--- config.mk ---
export PLATFORM = sky130hd
export DESIGN_NAME = bnd_bus_bridge
export DESIGN_NICKNAME = d
export VERILOG_FILES = /design/src/hw/bnd_pkg.sv /design/src/hw/bnd_bus_bridge.sv /design/src/hw/bnd_lane_decoder.sv
export VERILOG_INCLUDE_DIRS = /design/src /design/src/hw
export SDC_FILE = /design/constraint.sdc
export NUM_CORES = 1
export LEC_CHECK = 0
export ABC_AREA = 0
export ABC_CLOCK_PERIOD_IN_PS = 4200
export BUFFER_PORTS_ARGS = -buffer_cell sky130_fd_sc_hd__buf_4
export CAP_MARGIN = 10
export CORE_ASPECT_RATIO = 1.25
export CORE_MARGIN = 5
export CORE_UTILIZATION = 50
export CTS_BUF_LIST = sky130_fd_sc_hd__clkbuf_8 sky130_fd_sc_hd__clkbuf_16
export CTS_CLUSTER_SIZE = 25
export DETAILED_ROUTE_END_ITERATION = 16
export PLACE_DENSITY = 0.68
export SLEW_MARGIN = 20
export SYNTH_ARGS = -nofsm -noshare
export SYNTH_HDL_FRONTEND = slang
export SYNTH_HIERARCHICAL = 1
export SYNTH_SLANG_ARGS = --single-unit
export TNS_END_PERCENT = 50
--- constraint.sdc ---
create_clock -name clk_i -period 4.2 [get_ports clk_i]
set_input_delay 0.42 -clock clk_i [delete_from_list [all_inputs] [get_ports clk_i]]
set_output_delay 0.42 -clock clk_i [all_outputs]
set_load 0.05 [all_outputs]
--- src/hw/bnd_defines.svh ---
`ifndef BND_DEFINES_SVH
`define BND_DEFINES_SVH

// Bus geometry
`define BND_LANES 8
`define BND_QWORD_BYTES 5'h08
`define BND_DWORD_BYTES 5'h04
`define BND_QADDR_W 29
`define BND_ADDR_W 32
`define BND_IO_ADDR_W 16
`define BND_DATA_W 64

// Operand sizes in bytes
`define BND_BYTES_1 5'h01
`define BND_BYTES_2 5'h02
`define BND_BYTES_4 5'h04
`define BND_BYTES_8 5'h08

// Lane masks for the halves of the quadword, all lanes and no lanes
`define BND_LANES_LOW_DW 8'h0f
`define BND_LANES_HIGH_DW 8'hf0
`define BND_LANES_ALL 8'hff
`define BND_LANES_NONE 8'h00

`endif

--- src/hw/bnd_pkg.sv ---
package bnd_pkg;

    // Operand length of a processor access
    typedef enum logic [1:0] {
        BND_SIZE_1 = 2'b00,
        BND_SIZE_2 = 2'b01,
        BND_SIZE_4 = 2'b10,
        BND_SIZE_8 = 2'b11
    } bnd_size_t;

    // Bus sequencer states
    typedef enum logic [1:0] {
        BND_ST_IDLE = 2'b00,
        BND_ST_HIGH = 2'b01,
        BND_ST_LOW = 2'b10,
        BND_ST_RESP = 2'b11
    } bnd_state_t;

    // One operand request from the core
    typedef struct packed {
        logic [31:0] addr;
        bnd_size_t size;
        logic write;
        logic io;
        logic [63:0] wdata;
    } bnd_req_t;

    // Decode for narrow memories
    typedef struct packed {
        logic [2:0] low_address_bits;
        logic low_half_select_n;
        logic high_half_select_n;
        logic [3:0] combined_lane_enable_n;
    } bnd_dec_t;

endpackage

--- src/hw/bnd_bus_bridge.sv ---
// Operation
// - 4 GB memory, 64 KB I/O space
// - Memory is quadwords selected by upper address
// - I/O space is 32-bit quantities
// - Boundary-crossing operands split into two cycles
// - Upper lines high address; lane enables low
// - Lane n carries data bits 8n..8n+7
// - Enables mark valid write or expected bytes
// - Asserted lanes always one contiguous run
// - Split operands send highest bytes first
`timescale 1ns/1ps
`default_nettype none
`include "bnd_defines.svh"

module bnd_bus_bridge (
    // Clock and reset
    input wire logic clk_i,
    input wire logic reset_n_i,
    // Operand request from the core
    input wire logic req_valid_i,
    input wire bnd_pkg::bnd_req_t req_i,
    output logic req_ready_o,
    // Operand answer to the core
    output logic rsp_valid_o,
    output logic [63:0] rsp_rdata_o,
    output logic rsp_error_o,
    // Processor bus
    output logic bus_active_o,
    output logic bus_write_o,
    output logic bus_io_o,
    output logic [28:0] quadword_address_o,
    output logic [7:0] byte_lane_enable_n_o,
    output logic [63:0] data_lanes_o,
    input wire logic [63:0] data_lanes_i,
    input wire logic burst_ready_n_i,
    // Narrow memory decode
    output bnd_pkg::bnd_dec_t narrow_dec_o
);

    bnd_pkg::bnd_state_t state;
    bnd_pkg::bnd_state_t next_state;

    // Request analysis
    logic [31:0] eff_addr;
    logic [2:0] offset;
    logic [4:0] nbytes;
    logic [4:0] bound_pos;
    logic [4:0] end_pos;
    logic crossing;
    logic upper_qword;
    logic bad_io;
    logic [15:0] mask16;
    logic [127:0] wide_wdata;
    logic [7:0] hi_lanes;
    logic [7:0] lo_lanes;
    logic [28:0] hi_qaddr;
    logic [28:0] qaddr;

    // Captured operand state
    logic split;
    logic hi_in_upper;
    logic [2:0] cap_offset;
    logic [7:0] second_lanes;
    logic [28:0] second_qaddr;
    logic [63:0] second_data;
    logic [127:0] rbuf;
    logic [127:0] next_rbuf;
    logic [127:0] shifted_rbuf;
    logic beat_done;

    // I/O start address wraps within its 64 KB window, memory uses all 32 bits
    assign eff_addr = req_i.io ?
        {{(`BND_ADDR_W - `BND_IO_ADDR_W){1'b0}}, req_i.addr[`BND_IO_ADDR_W - 1:0]} :
        req_i.addr;
    assign offset = eff_addr[2:0];
    assign qaddr = eff_addr[31:3];

    // Operand length in bytes
    always_comb begin
        unique case (req_i.size)
            bnd_pkg::BND_SIZE_1: nbytes = `BND_BYTES_1;
            bnd_pkg::BND_SIZE_2: nbytes = `BND_BYTES_2;
            bnd_pkg::BND_SIZE_4: nbytes = `BND_BYTES_4;
            bnd_pkg::BND_SIZE_8: nbytes = `BND_BYTES_8;
        endcase
    end

    // I/O holds at most dword quantities
    assign bad_io = req_i.io && (req_i.size == bnd_pkg::BND_SIZE_8);

    // Contiguous run of lanes over two quadwords; one shifted run can never gap
    assign mask16 = ((16'h0001 << nbytes) - 16'h0001) << offset;

    // Boundary that the operand must not cross: quadword for 8 bytes, else dword
    always_comb begin
        if (req_i.size == bnd_pkg::BND_SIZE_8) begin
            bound_pos = `BND_QWORD_BYTES;
        end else if (offset < 3'h4) begin
            bound_pos = `BND_DWORD_BYTES;
        end else begin
            bound_pos = `BND_QWORD_BYTES;
        end
    end
    assign end_pos = {2'h0, offset} + nbytes;
    assign crossing = end_pos > bound_pos;
    assign upper_qword = bound_pos == `BND_QWORD_BYTES;

    // High piece lands in the next quadword only past a quadword boundary
    always_comb begin
        if (!crossing) begin
            hi_lanes = mask16[7:0];
            lo_lanes = `BND_LANES_NONE;
            hi_qaddr = qaddr;
        end else if (upper_qword) begin
            hi_lanes = mask16[15:8];
            lo_lanes = mask16[7:0];
            hi_qaddr = qaddr + 29'h1;
        end else begin
            hi_lanes = mask16[7:0] & `BND_LANES_HIGH_DW;
            lo_lanes = mask16[7:0] & `BND_LANES_LOW_DW;
            hi_qaddr = qaddr;
        end
    end

    // Write data moved onto the lanes of its bytes
    assign wide_wdata = {64'h0, req_i.wdata} << {offset, 3'h0};

    // Read beat merged into the buffer, only on the lanes asked for
    always_comb begin
        next_rbuf = rbuf;
        for (int i = 0; i < `BND_LANES; i++) begin
            if (!byte_lane_enable_n_o[i]) begin
                if (state == bnd_pkg::BND_ST_HIGH && hi_in_upper) begin
                    next_rbuf[64 + 8 * i +: 8] = data_lanes_i[8 * i +: 8];
                end else begin
                    next_rbuf[8 * i +: 8] = data_lanes_i[8 * i +: 8];
                end
            end
        end
    end
    assign shifted_rbuf = next_rbuf >> {cap_offset, 3'h0};

    // One ready per cycle returns every requested byte
    assign beat_done = bus_active_o && !burst_ready_n_i;

    // Sequencer
    always_comb begin
        next_state = state;
        unique case (state)
            bnd_pkg::BND_ST_IDLE: begin
                if (req_valid_i) begin
                    next_state = bad_io ? bnd_pkg::BND_ST_RESP : bnd_pkg::BND_ST_HIGH;
                end
            end
            bnd_pkg::BND_ST_HIGH: begin
                if (beat_done) begin
                    next_state = split ? bnd_pkg::BND_ST_LOW : bnd_pkg::BND_ST_RESP;
                end
            end
            bnd_pkg::BND_ST_LOW: begin
                if (beat_done) begin
                    next_state = bnd_pkg::BND_ST_RESP;
                end
            end
            bnd_pkg::BND_ST_RESP: next_state = bnd_pkg::BND_ST_IDLE;
        endcase
    end

    always_ff @(posedge clk_i) begin
        if (!reset_n_i) begin
            state <= bnd_pkg::BND_ST_IDLE;
        end else begin
            state <= next_state;
        end
    end

    // Bus drive: the highest-order piece goes out first
    always_ff @(posedge clk_i) begin
        if (!reset_n_i) begin
            bus_active_o <= 1'b0;
            bus_write_o <= 1'b0;
            bus_io_o <= 1'b0;
            quadword_address_o <= '0;
            byte_lane_enable_n_o <= `BND_LANES_ALL;
            data_lanes_o <= '0;
        end else if (state == bnd_pkg::BND_ST_IDLE && req_valid_i && !bad_io) begin
            bus_active_o <= 1'b1;
            bus_write_o <= req_i.write;
            bus_io_o <= req_i.io;
            quadword_address_o <= hi_qaddr;
            byte_lane_enable_n_o <= ~hi_lanes;
            data_lanes_o <= upper_qword && crossing ? wide_wdata[127:64] :
                wide_wdata[63:0];
        end else if (state == bnd_pkg::BND_ST_HIGH && beat_done && split) begin
            quadword_address_o <= second_qaddr;
            byte_lane_enable_n_o <= ~second_lanes;
            data_lanes_o <= second_data;
        end else if (beat_done) begin
            // Enables released between operands so no lane is left asserted
            bus_active_o <= 1'b0;
            byte_lane_enable_n_o <= `BND_LANES_ALL;
        end
    end

    // Second piece and alignment kept for the rest of the operand
    always_ff @(posedge clk_i) begin
        if (!reset_n_i) begin
            split <= 1'b0;
            hi_in_upper <= 1'b0;
            cap_offset <= 3'h0;
            second_lanes <= `BND_LANES_NONE;
            second_qaddr <= '0;
            second_data <= '0;
        end else if (state == bnd_pkg::BND_ST_IDLE && req_valid_i) begin
            split <= crossing;
            hi_in_upper <= crossing && upper_qword;
            cap_offset <= offset;
            second_lanes <= lo_lanes;
            second_qaddr <= qaddr;
            second_data <= wide_wdata[63:0];
        end
    end

    // Read buffer cleared per operand, filled per beat
    always_ff @(posedge clk_i) begin
        if (!reset_n_i) begin
            rbuf <= '0;
        end else if (state == bnd_pkg::BND_ST_IDLE) begin
            rbuf <= '0;
        end else if (beat_done) begin
            rbuf <= next_rbuf;
        end
    end

    // Answer to the core, realigned to byte zero of the operand
    always_ff @(posedge clk_i) begin
        if (!reset_n_i) begin
            rsp_rdata_o <= '0;
            rsp_error_o <= 1'b0;
        end else if (state == bnd_pkg::BND_ST_IDLE && req_valid_i) begin
            rsp_rdata_o <= '0;
            rsp_error_o <= bad_io;
        end else if (beat_done && next_state == bnd_pkg::BND_ST_RESP) begin
            rsp_rdata_o <= bus_write_o ? 64'h0 : shifted_rbuf[63:0];
        end
    end

    assign req_ready_o = state == bnd_pkg::BND_ST_IDLE;
    assign rsp_valid_o = state == bnd_pkg::BND_ST_RESP;

    // Decode follows the enables on the bus in the same cycle
    bnd_lane_decoder u_decoder (
        .byte_lane_enable_n_i(byte_lane_enable_n_o),
        .dec_o(narrow_dec_o)
    );

endmodule

`default_nettype wire

--- src/hw/bnd_lane_decoder.sv ---
`timescale 1ns/1ps
`default_nettype none
`include "bnd_defines.svh"

module bnd_lane_decoder (
    // Lane enables from the bus
    input wire logic [7:0] byte_lane_enable_n_i,
    // Narrow memory decode
    output bnd_pkg::bnd_dec_t dec_o
);

    logic [2:0] lowest;
    logic [3:0] high_term;
    logic any_lane;

    // Index of the lowest asserted lane; scan downward so the lowest wins
    always_comb begin
        lowest = 3'h0;
        any_lane = 1'b0;
        for (int i = `BND_LANES - 1; i >= 0; i--) begin
            if (!byte_lane_enable_n_i[i]) begin
                lowest = 3'(i);
                any_lane = 1'b1;
            end
        end
    end

    // Odd lane k*2+1 low with every lane below 2k high selects the high half
    genvar k;
    generate
        for (k = 0; k < `BND_LANES / 2; k++) begin : g_half
            localparam logic [7:0] BELOW = 8'((1 << (2 * k)) - 1);
            assign high_term[k] = !byte_lane_enable_n_i[2 * k + 1] &&
                (&(byte_lane_enable_n_i | ~BELOW));
            // Combined lane enables pair lane k with lane k+4
            assign dec_o.combined_lane_enable_n[k] =
                byte_lane_enable_n_i[k] | byte_lane_enable_n_i[k + 4];
        end
    endgenerate

    // Dword and word addressing reuse the low address bits
    assign dec_o.low_address_bits = lowest;
    assign dec_o.low_half_select_n = !(any_lane && !lowest[0]);
    assign dec_o.high_half_select_n = !(|high_term);

endmodule

`default_nettype wire

==> impl_metrics.env, run 1 <==
export IMPL_finalPower_mw=10.28
export IMPL_synth_area_um2=21340
export IMPL_tns_ps=0
export IMPL_hpwl_um=58780
export IMPL_wl_met1_um=32070
export IMPL_mostFrequentLayoutCells="buf_4, dfxtp_1, nand2_1, mux2i_1, nor2_1"
export IMPL_netlist_instances=2487
export IMPL_crit_buf_inv=1
export IMPL_firstDrtPassIters=8
export IMPL_nets=2890
export IMPL_hold_slack_ps=99.54
export IMPL_setup_slack_ps=931.9
export IMPL_core_um2=42150
export IMPL_outcome="completed"
export IMPL_ctsHoldBuffers=0
export IMPL_avgSynthCellArea_um2=8.582
export IMPL_fill_cells=3768
export IMPL_synth_cell_types=78
export IMPL_finalCritPeriodShare_pct=77.81
export IMPL_synth_nets=2662
export IMPL_dr_wl_met2_um=38680
export IMPL_slew_viol_final=0
export IMPL_arrival_ps=3700
export IMPL_grt_pass1_wl_um=123700
export IMPL_cp_slowest_stage_delay_ps=680
export IMPL_antenna_found_initial=2
export IMPL_peakVddDrop_mv=0.3756
export IMPL_synth_warnings=6
export IMPL_cts_htree_levels=2
export IMPL_crit_path_end_kind="flop"
export IMPL_grt_overflow=0
export IMPL_fin_util_pct=60.98
export IMPL_clock_skew_ps=12.59
export IMPL_met3_length_um=6100
export IMPL_setup_viol=0
export IMPL_dp_slack_ps=607.3
export IMPL_grtUsageTotal_pct=33.33
export IMPL_yosysTopAreaCell="dfxtp_1"
export IMPL_fp_row_count=84
export IMPL_post_drt_wl_per_cell_um=24.99
export IMPL_initial_utilization_pct=50.64
export IMPL_wl_um=82630
export IMPL_synth_top_area_share_pct=37.24
export IMPL_synth_flop_cell="dfxtp_1"
export IMPL_drc=0
export IMPL_ant_nets=0
export IMPL_clk_insertion_delay_late_ps=580
export IMPL_ctsResizeCount=0
export IMPL_cts_tree="built"
export IMPL_cpLargestDelayFamily="simple AND/OR/NAND/NOR gates"
export IMPL_crit_chain="nand3b_2 -> nor2_2 -> buf_4 -> mux2i_1 -> mux2i_1 -> a22oi_1 -> o211ai_1"
export IMPL_cts_root_buf="clkbuf_16"
export IMPL_area_growth_pct=20.41
export IMPL_ys_ff_latch=397
export IMPL_cpMostUsedCell="mux2i_1"
export IMPL_drv_cap=0
export IMPL_dr_total_vias=21070
export IMPL_grt_setup_unrepaired="false"
export IMPL_synth_area_leaders="dfxtp_1, mux2i_1, nand2_1, a21oi_1, a211oi_1"
export IMPL_clock_path_buffers=3
export IMPL_crit_type="reg -> reg"
export IMPL_dieWidth_um=194.8
export IMPL_io_pins=348
export IMPL_cts_sinks=397
export IMPL_p_leak_nw=9.966
export IMPL_required_ps=4630
export IMPL_slew_headroom_pct=25.02
export IMPL_start_kind="flop"
export IMPL_first_iter_violations=2038
export IMPL_tightest_slew_ps=1125
export IMPL_drive_above_1_share_pct=21.60
export IMPL_synth_edff_count=0
export IMPL_synth_async_sr_flop_share_pct=0
export IMPL_cp_slowest_cell="dfxtp_1"
export IMPL_period_minus_slack_ps=3268
export IMPL_final_common_cell="buf_4"
export IMPL_die_area_um2=46950
export IMPL_synth_seq_area_share_pct=37.24
export IMPL_viasPerCell=6.373
export IMPL_dr_max_layer_used="met4"
export IMPL_chipHeight_um=241
export IMPL_p_per_area_nw_per_um2=400.2
export IMPL_port_buffers=347
export IMPL_cp_max_fo=18
export IMPL_max_freq_mhz=306.0
export IMPL_cts_buffers=43
export IMPL_hold_path_class="in -> reg"
export IMPL_hold_viol_final=0
export IMPL_grt_pass1_vias=20297
export IMPL_grt_max_degree=121
export IMPL_gp_congestion=0.9650
export IMPL_clk_transition_reported_paths_ps=70
export IMPL_postCtsSetupBuffers=0
## layer usage
metal  vias to the layer above  track usage [%]
met5                         -                0
met3                       224            5.096
li1                       9736                -
met4                         0            20.59
met2                      1057            55.05
met1                     10053            41.22
## path summary, 6_finish.rpt
| kind | start | to | slack [ps] | cells after the start |
|---|---|---|---|---|
| worst max-delay path | state[0] | rsp_rdata_o[60] | 930 | 7 |
| worst min-delay path | req_i[1] | second_data[1] | 100 | 2 |
| worst max register to register | state[0] | rsp_rdata_o[60] | 930 | 7 |
| worst min register to register | second_qaddr[11] | second_qaddr[11] | 450 | 2 |
## power by group
group          internal [mW]  leakage (nW)  total, mW  switching, mW
logic                  0.791          6.01       2.37           1.57
registers               3.94          3.22       4.10          0.165
clock network           2.20         0.729       3.82           1.62
## stage by stage
stage | instance area, µm² | instances
after CTS | 25690 | 3304
after floorplan | 21340 | 2487
after global routing | 25700 | 3305
final | 25700 | 3306
after global placement | 24300 | 3229
after detailed placement | 24300 | 3229
## logic make-up after synthesis
group	after synthesis	share of synthesized area, %
AO/OA/AOI/OAI	757	25.11
flip-flops	397	37.24
AND/OR/NAND/NOR	730	15.08
adder cells (fa/ha/maj)	7	0.4455
multiplexers	334	16.60
XOR/XNOR	24	0.9849
buffers and inverters	238	4.549
## synth_stat cells, types with 12 or more instances
| master | n |
|---|---|
| nor2_1 | 192 |
| and3_1 | 12 |
| buf_1 | 17 |
| a222oi_1 | 37 |
| nand3_1 | 66 |
| nor2b_1 | 26 |
| a21oi_1 | 180 |
| mux2i_1 | 276 |
| nor3_1 | 21 |
| o221ai_1 | 13 |
| o221a_2 | 21 |
| a22o_1 | 41 |
| a221o_1 | 16 |
| dfxtp_1 | 397 |
| mux2_2 | 46 |
| nor4_1 | 16 |
| o211ai_1 | 52 |
| xnor2_1 | 15 |
| buf_2 | 39 |
| a31oi_1 | 18 |
| a211oi_1 | 116 |
| o21ai_0 | 75 |
| clkbuf_1 | 160 |
| nand2_1 | 336 |
| a22oi_1 | 112 |
## layout make-up
cell class	instances	area, µm²	share of cell area [%]
Antenna cell	2	5.005	0.01947
Clock buffer	53	1236	4.810
Clock inverter	22	153.9	0.5988
Inverter	15	58.81	0.2288
Multi-Input combinational cell	1852	12500	48.64
Sequential cell	397	7949	30.93
Tap cell	559	699.4	2.722
Timing Repair Buffer	406	3098	12.05
## state kept, by name, indices dropped and copies added, names as in the netlist, 2 cells and up
| signal | flops |
|---|---|
| rbuf | 120 |
| data_lanes_o | 64 |
| rsp_rdata_o | 64 |
| second_data | 64 |
| quadword_address_o | 29 |
| second_qaddr | 29 |
| byte_lane_enable_n_o | 8 |
| second_lanes | 8 |
| cap_offset | 3 |
| state | 2 |
No activity file was read; power rests on OpenSTA's default activity.
==> run 2, diff against run 1 <==
- ABC_CLOCK_PERIOD_IN_PS: 4200 -> 2630
- PLACE_DENSITY: 0.68 -> 0.71
- clock period: 4.2 -> 2.63 ns (I/O delays scaled with it)
==> run 2 against run 1 <==
Flip-flop and latch count unchanged. Non-clock buffer count rose by 179. Largest cell class unchanged. Critical path depth grew 1. Die area unchanged. Clock skew up 8.0 ps.
==> impl_metrics.env, run 2 (same netlist as run 1, synthesis figures left out) <==
export IMPL_outcome="completed"
export IMPL_drc=0
export IMPL_first_iter_violations=2279
export IMPL_crit_path_end_kind="flop"
export IMPL_finalPower_mw=17.04
export IMPL_pwr_share_seq_pct=38.2
export IMPL_post_drt_wl_per_cell_um=24.49
export IMPL_final_common_cell="buf_4"
export IMPL_die_area_um2=46950
export IMPL_cp_slowest_stage_delay_ps=470
export IMPL_cpLargestDelayFamily="simple AND/OR/NAND/NOR gates"
export IMPL_hold_path_class="in -> reg"
export IMPL_cts_sinks=397
export IMPL_clock_path_buffers=3
export IMPL_slew_headroom_pct=23.76
export IMPL_setup_slack_ps=85.61
export IMPL_drive_above_1_share_pct=25.36
export IMPL_regMostFlops="rbuf"
export IMPL_hold_slack_ps=16.04
export IMPL_slew_viol_final=0
export IMPL_mostFrequentLayoutCells="buf_4, dfxtp_1, nand2_1, mux2i_1, nor2_1"
export IMPL_switching_share_pct=32.13
export IMPL_dp_slack_ps=-575.3
export IMPL_ant_nets=0
export IMPL_dr_total_vias=22166
export IMPL_hold_viol_final=0
export IMPL_cts_root_buf="clkbuf_16"
export IMPL_port_buffers=347
export IMPL_required_ps=3110
export IMPL_cpMostUsedCell="buf_4"
export IMPL_arrival_ps=3030
export IMPL_grt_max_degree=151
export IMPL_grt_setup_unrepaired="true"
export IMPL_antenna_found_initial=3
export IMPL_wl_um=85290
export IMPL_p_int_mw=11.56
export IMPL_dp_cells=3353
export IMPL_cp_max_fo=16
export IMPL_cts_tree="built"
export IMPL_tightest_slew_ps=1144
export IMPL_fin_area_um2=27770
export IMPL_reg2reg_slack_ps=90
export IMPL_finalCritPeriodShare_pct=96.74
export IMPL_peakVddDrop_mv=0.5947
export IMPL_gp_congestion=0.9625
export IMPL_fp_row_count=84
export IMPL_initial_utilization_pct=50.64
export IMPL_firstDrtPassIters=6
export IMPL_drv_cap=0
export IMPL_nets=3069
export IMPL_max_freq_mhz=393.0
export IMPL_cts_buffers=43
export IMPL_cp_slowest_cell="or3b_2"
export IMPL_grt_pass1_wl_um=128900
export IMPL_core_um2=42150
export IMPL_p_leak_nw=10.95
export IMPL_grt_pass1_vias=21652
export IMPL_grtUsageTotal_pct=34.45
export IMPL_hpwl_um=61180
export IMPL_dieWidth_um=194.8
export IMPL_crit_chain="buf_4 -> or3b_2 -> o21ai_2 -> nand4_1 -> nor2_1 -> buf_4 -> a22oi_1 -> o211ai_1"
export IMPL_p_per_area_nw_per_um2=613.6
export IMPL_crit_buf_inv=2
export IMPL_comb_power_share_pct=25.2
export IMPL_start_kind="flop"
export IMPL_largest_reg_flops=120
export IMPL_area_growth_pct=30.11
export IMPL_io_pins=348
export IMPL_chipHeight_um=241
export IMPL_p_clk_share_pct=36.6
export IMPL_period_minus_slack_ps=2544
export IMPL_clock_skew_ps=20.55
export IMPL_placed_area_um2=25720
export IMPL_p_sw_mw=5.475
export IMPL_clk_transition_reported_paths_ps=70
export IMPL_grt_overflow=0
export IMPL_final_cells=3482
export IMPL_clk_insertion_delay_late_ps=560
export IMPL_viasPerCell=6.366
export IMPL_crit_type="reg -> reg"
export IMPL_setup_viol=0
export IMPL_cts_htree_levels=2
==> run 2: worst paths after layout <==
check                    from               to  cells after the start
max                  state[0]  rsp_rdata_o[48]                      8
min          data_lanes_i[53]        rbuf[117]                      3
max reg2reg          state[0]  rsp_rdata_o[48]                      8
min reg2reg         rbuf[117]        rbuf[117]                      2
==> run 2: layout make-up <==
cell class,count,area [µm²]
multi-input combinational,1852,12810
clock buffer,51,1186
sequential,397,7949
tap,559,699.4
clock inverter,22,249.0
inverter,15,58.81
antenna,1,2.502
fill,3470,14380
timing repair buffer,585,4812
==> run 2: worst register-to-register path, stage by stage (launching register included) <==
cell,delay [ps]
dfxtp_1,380
buf_4,220
or3b_2,470
o21ai_2,160
nand4_1,380
nor2_1,260
buf_4,280
a22oi_1,190
o211ai_1,120
==> run 2: through the flow <==
stage / util, % / setup TNS, ps
floorplan: - / -35280
global placement: 61.03 / -36520
detailed placement: 61.03 / -46920
CTS: 65.70 / 0
global route: 65.89 / -105.7
finish: 65.89 / 0
==> run 2: per-layer routing <==
metal / share of wire (%) / wire length [µm] / global-route usage (%) / vias up
li1: - / - / - / 10118
met1: 38 / 32260 / 41.71 / 10586
met2: 48 / 40680 / 58.80 / 1198
met3: 8.0 / 6809 / 5.557 / 260
met4: 6.5 / 5524 / 19.13 / 4
met5: 0.016 / 14 / 0 / -
==> run 2: power by group through the flow <==
| stage | registers (mW) | clock network, mW | logic, mW |
|---|---|---|---|
| floorplan | 7.01 | 0 | 2.13 |
| global placement | 6.62 | 0 | 4.08 |
| detailed placement | 6.62 | 0 | 4.13 |
| CTS | 6.49 | 6.30 | 4.21 |
| global route | 6.52 | 6.57 | 4.53 |
| finish | 6.50 | 6.24 | 4.30 |
==> run 2: timing repair <==
item / in CTS / in global routing
endpoints found under the hold margin: 65 / 0
buffers inserted: 0 / 2
endpoints found under the setup margin: 0 / 69
hold buffers: 53 / 0
gates resized for setup: 0 / 8
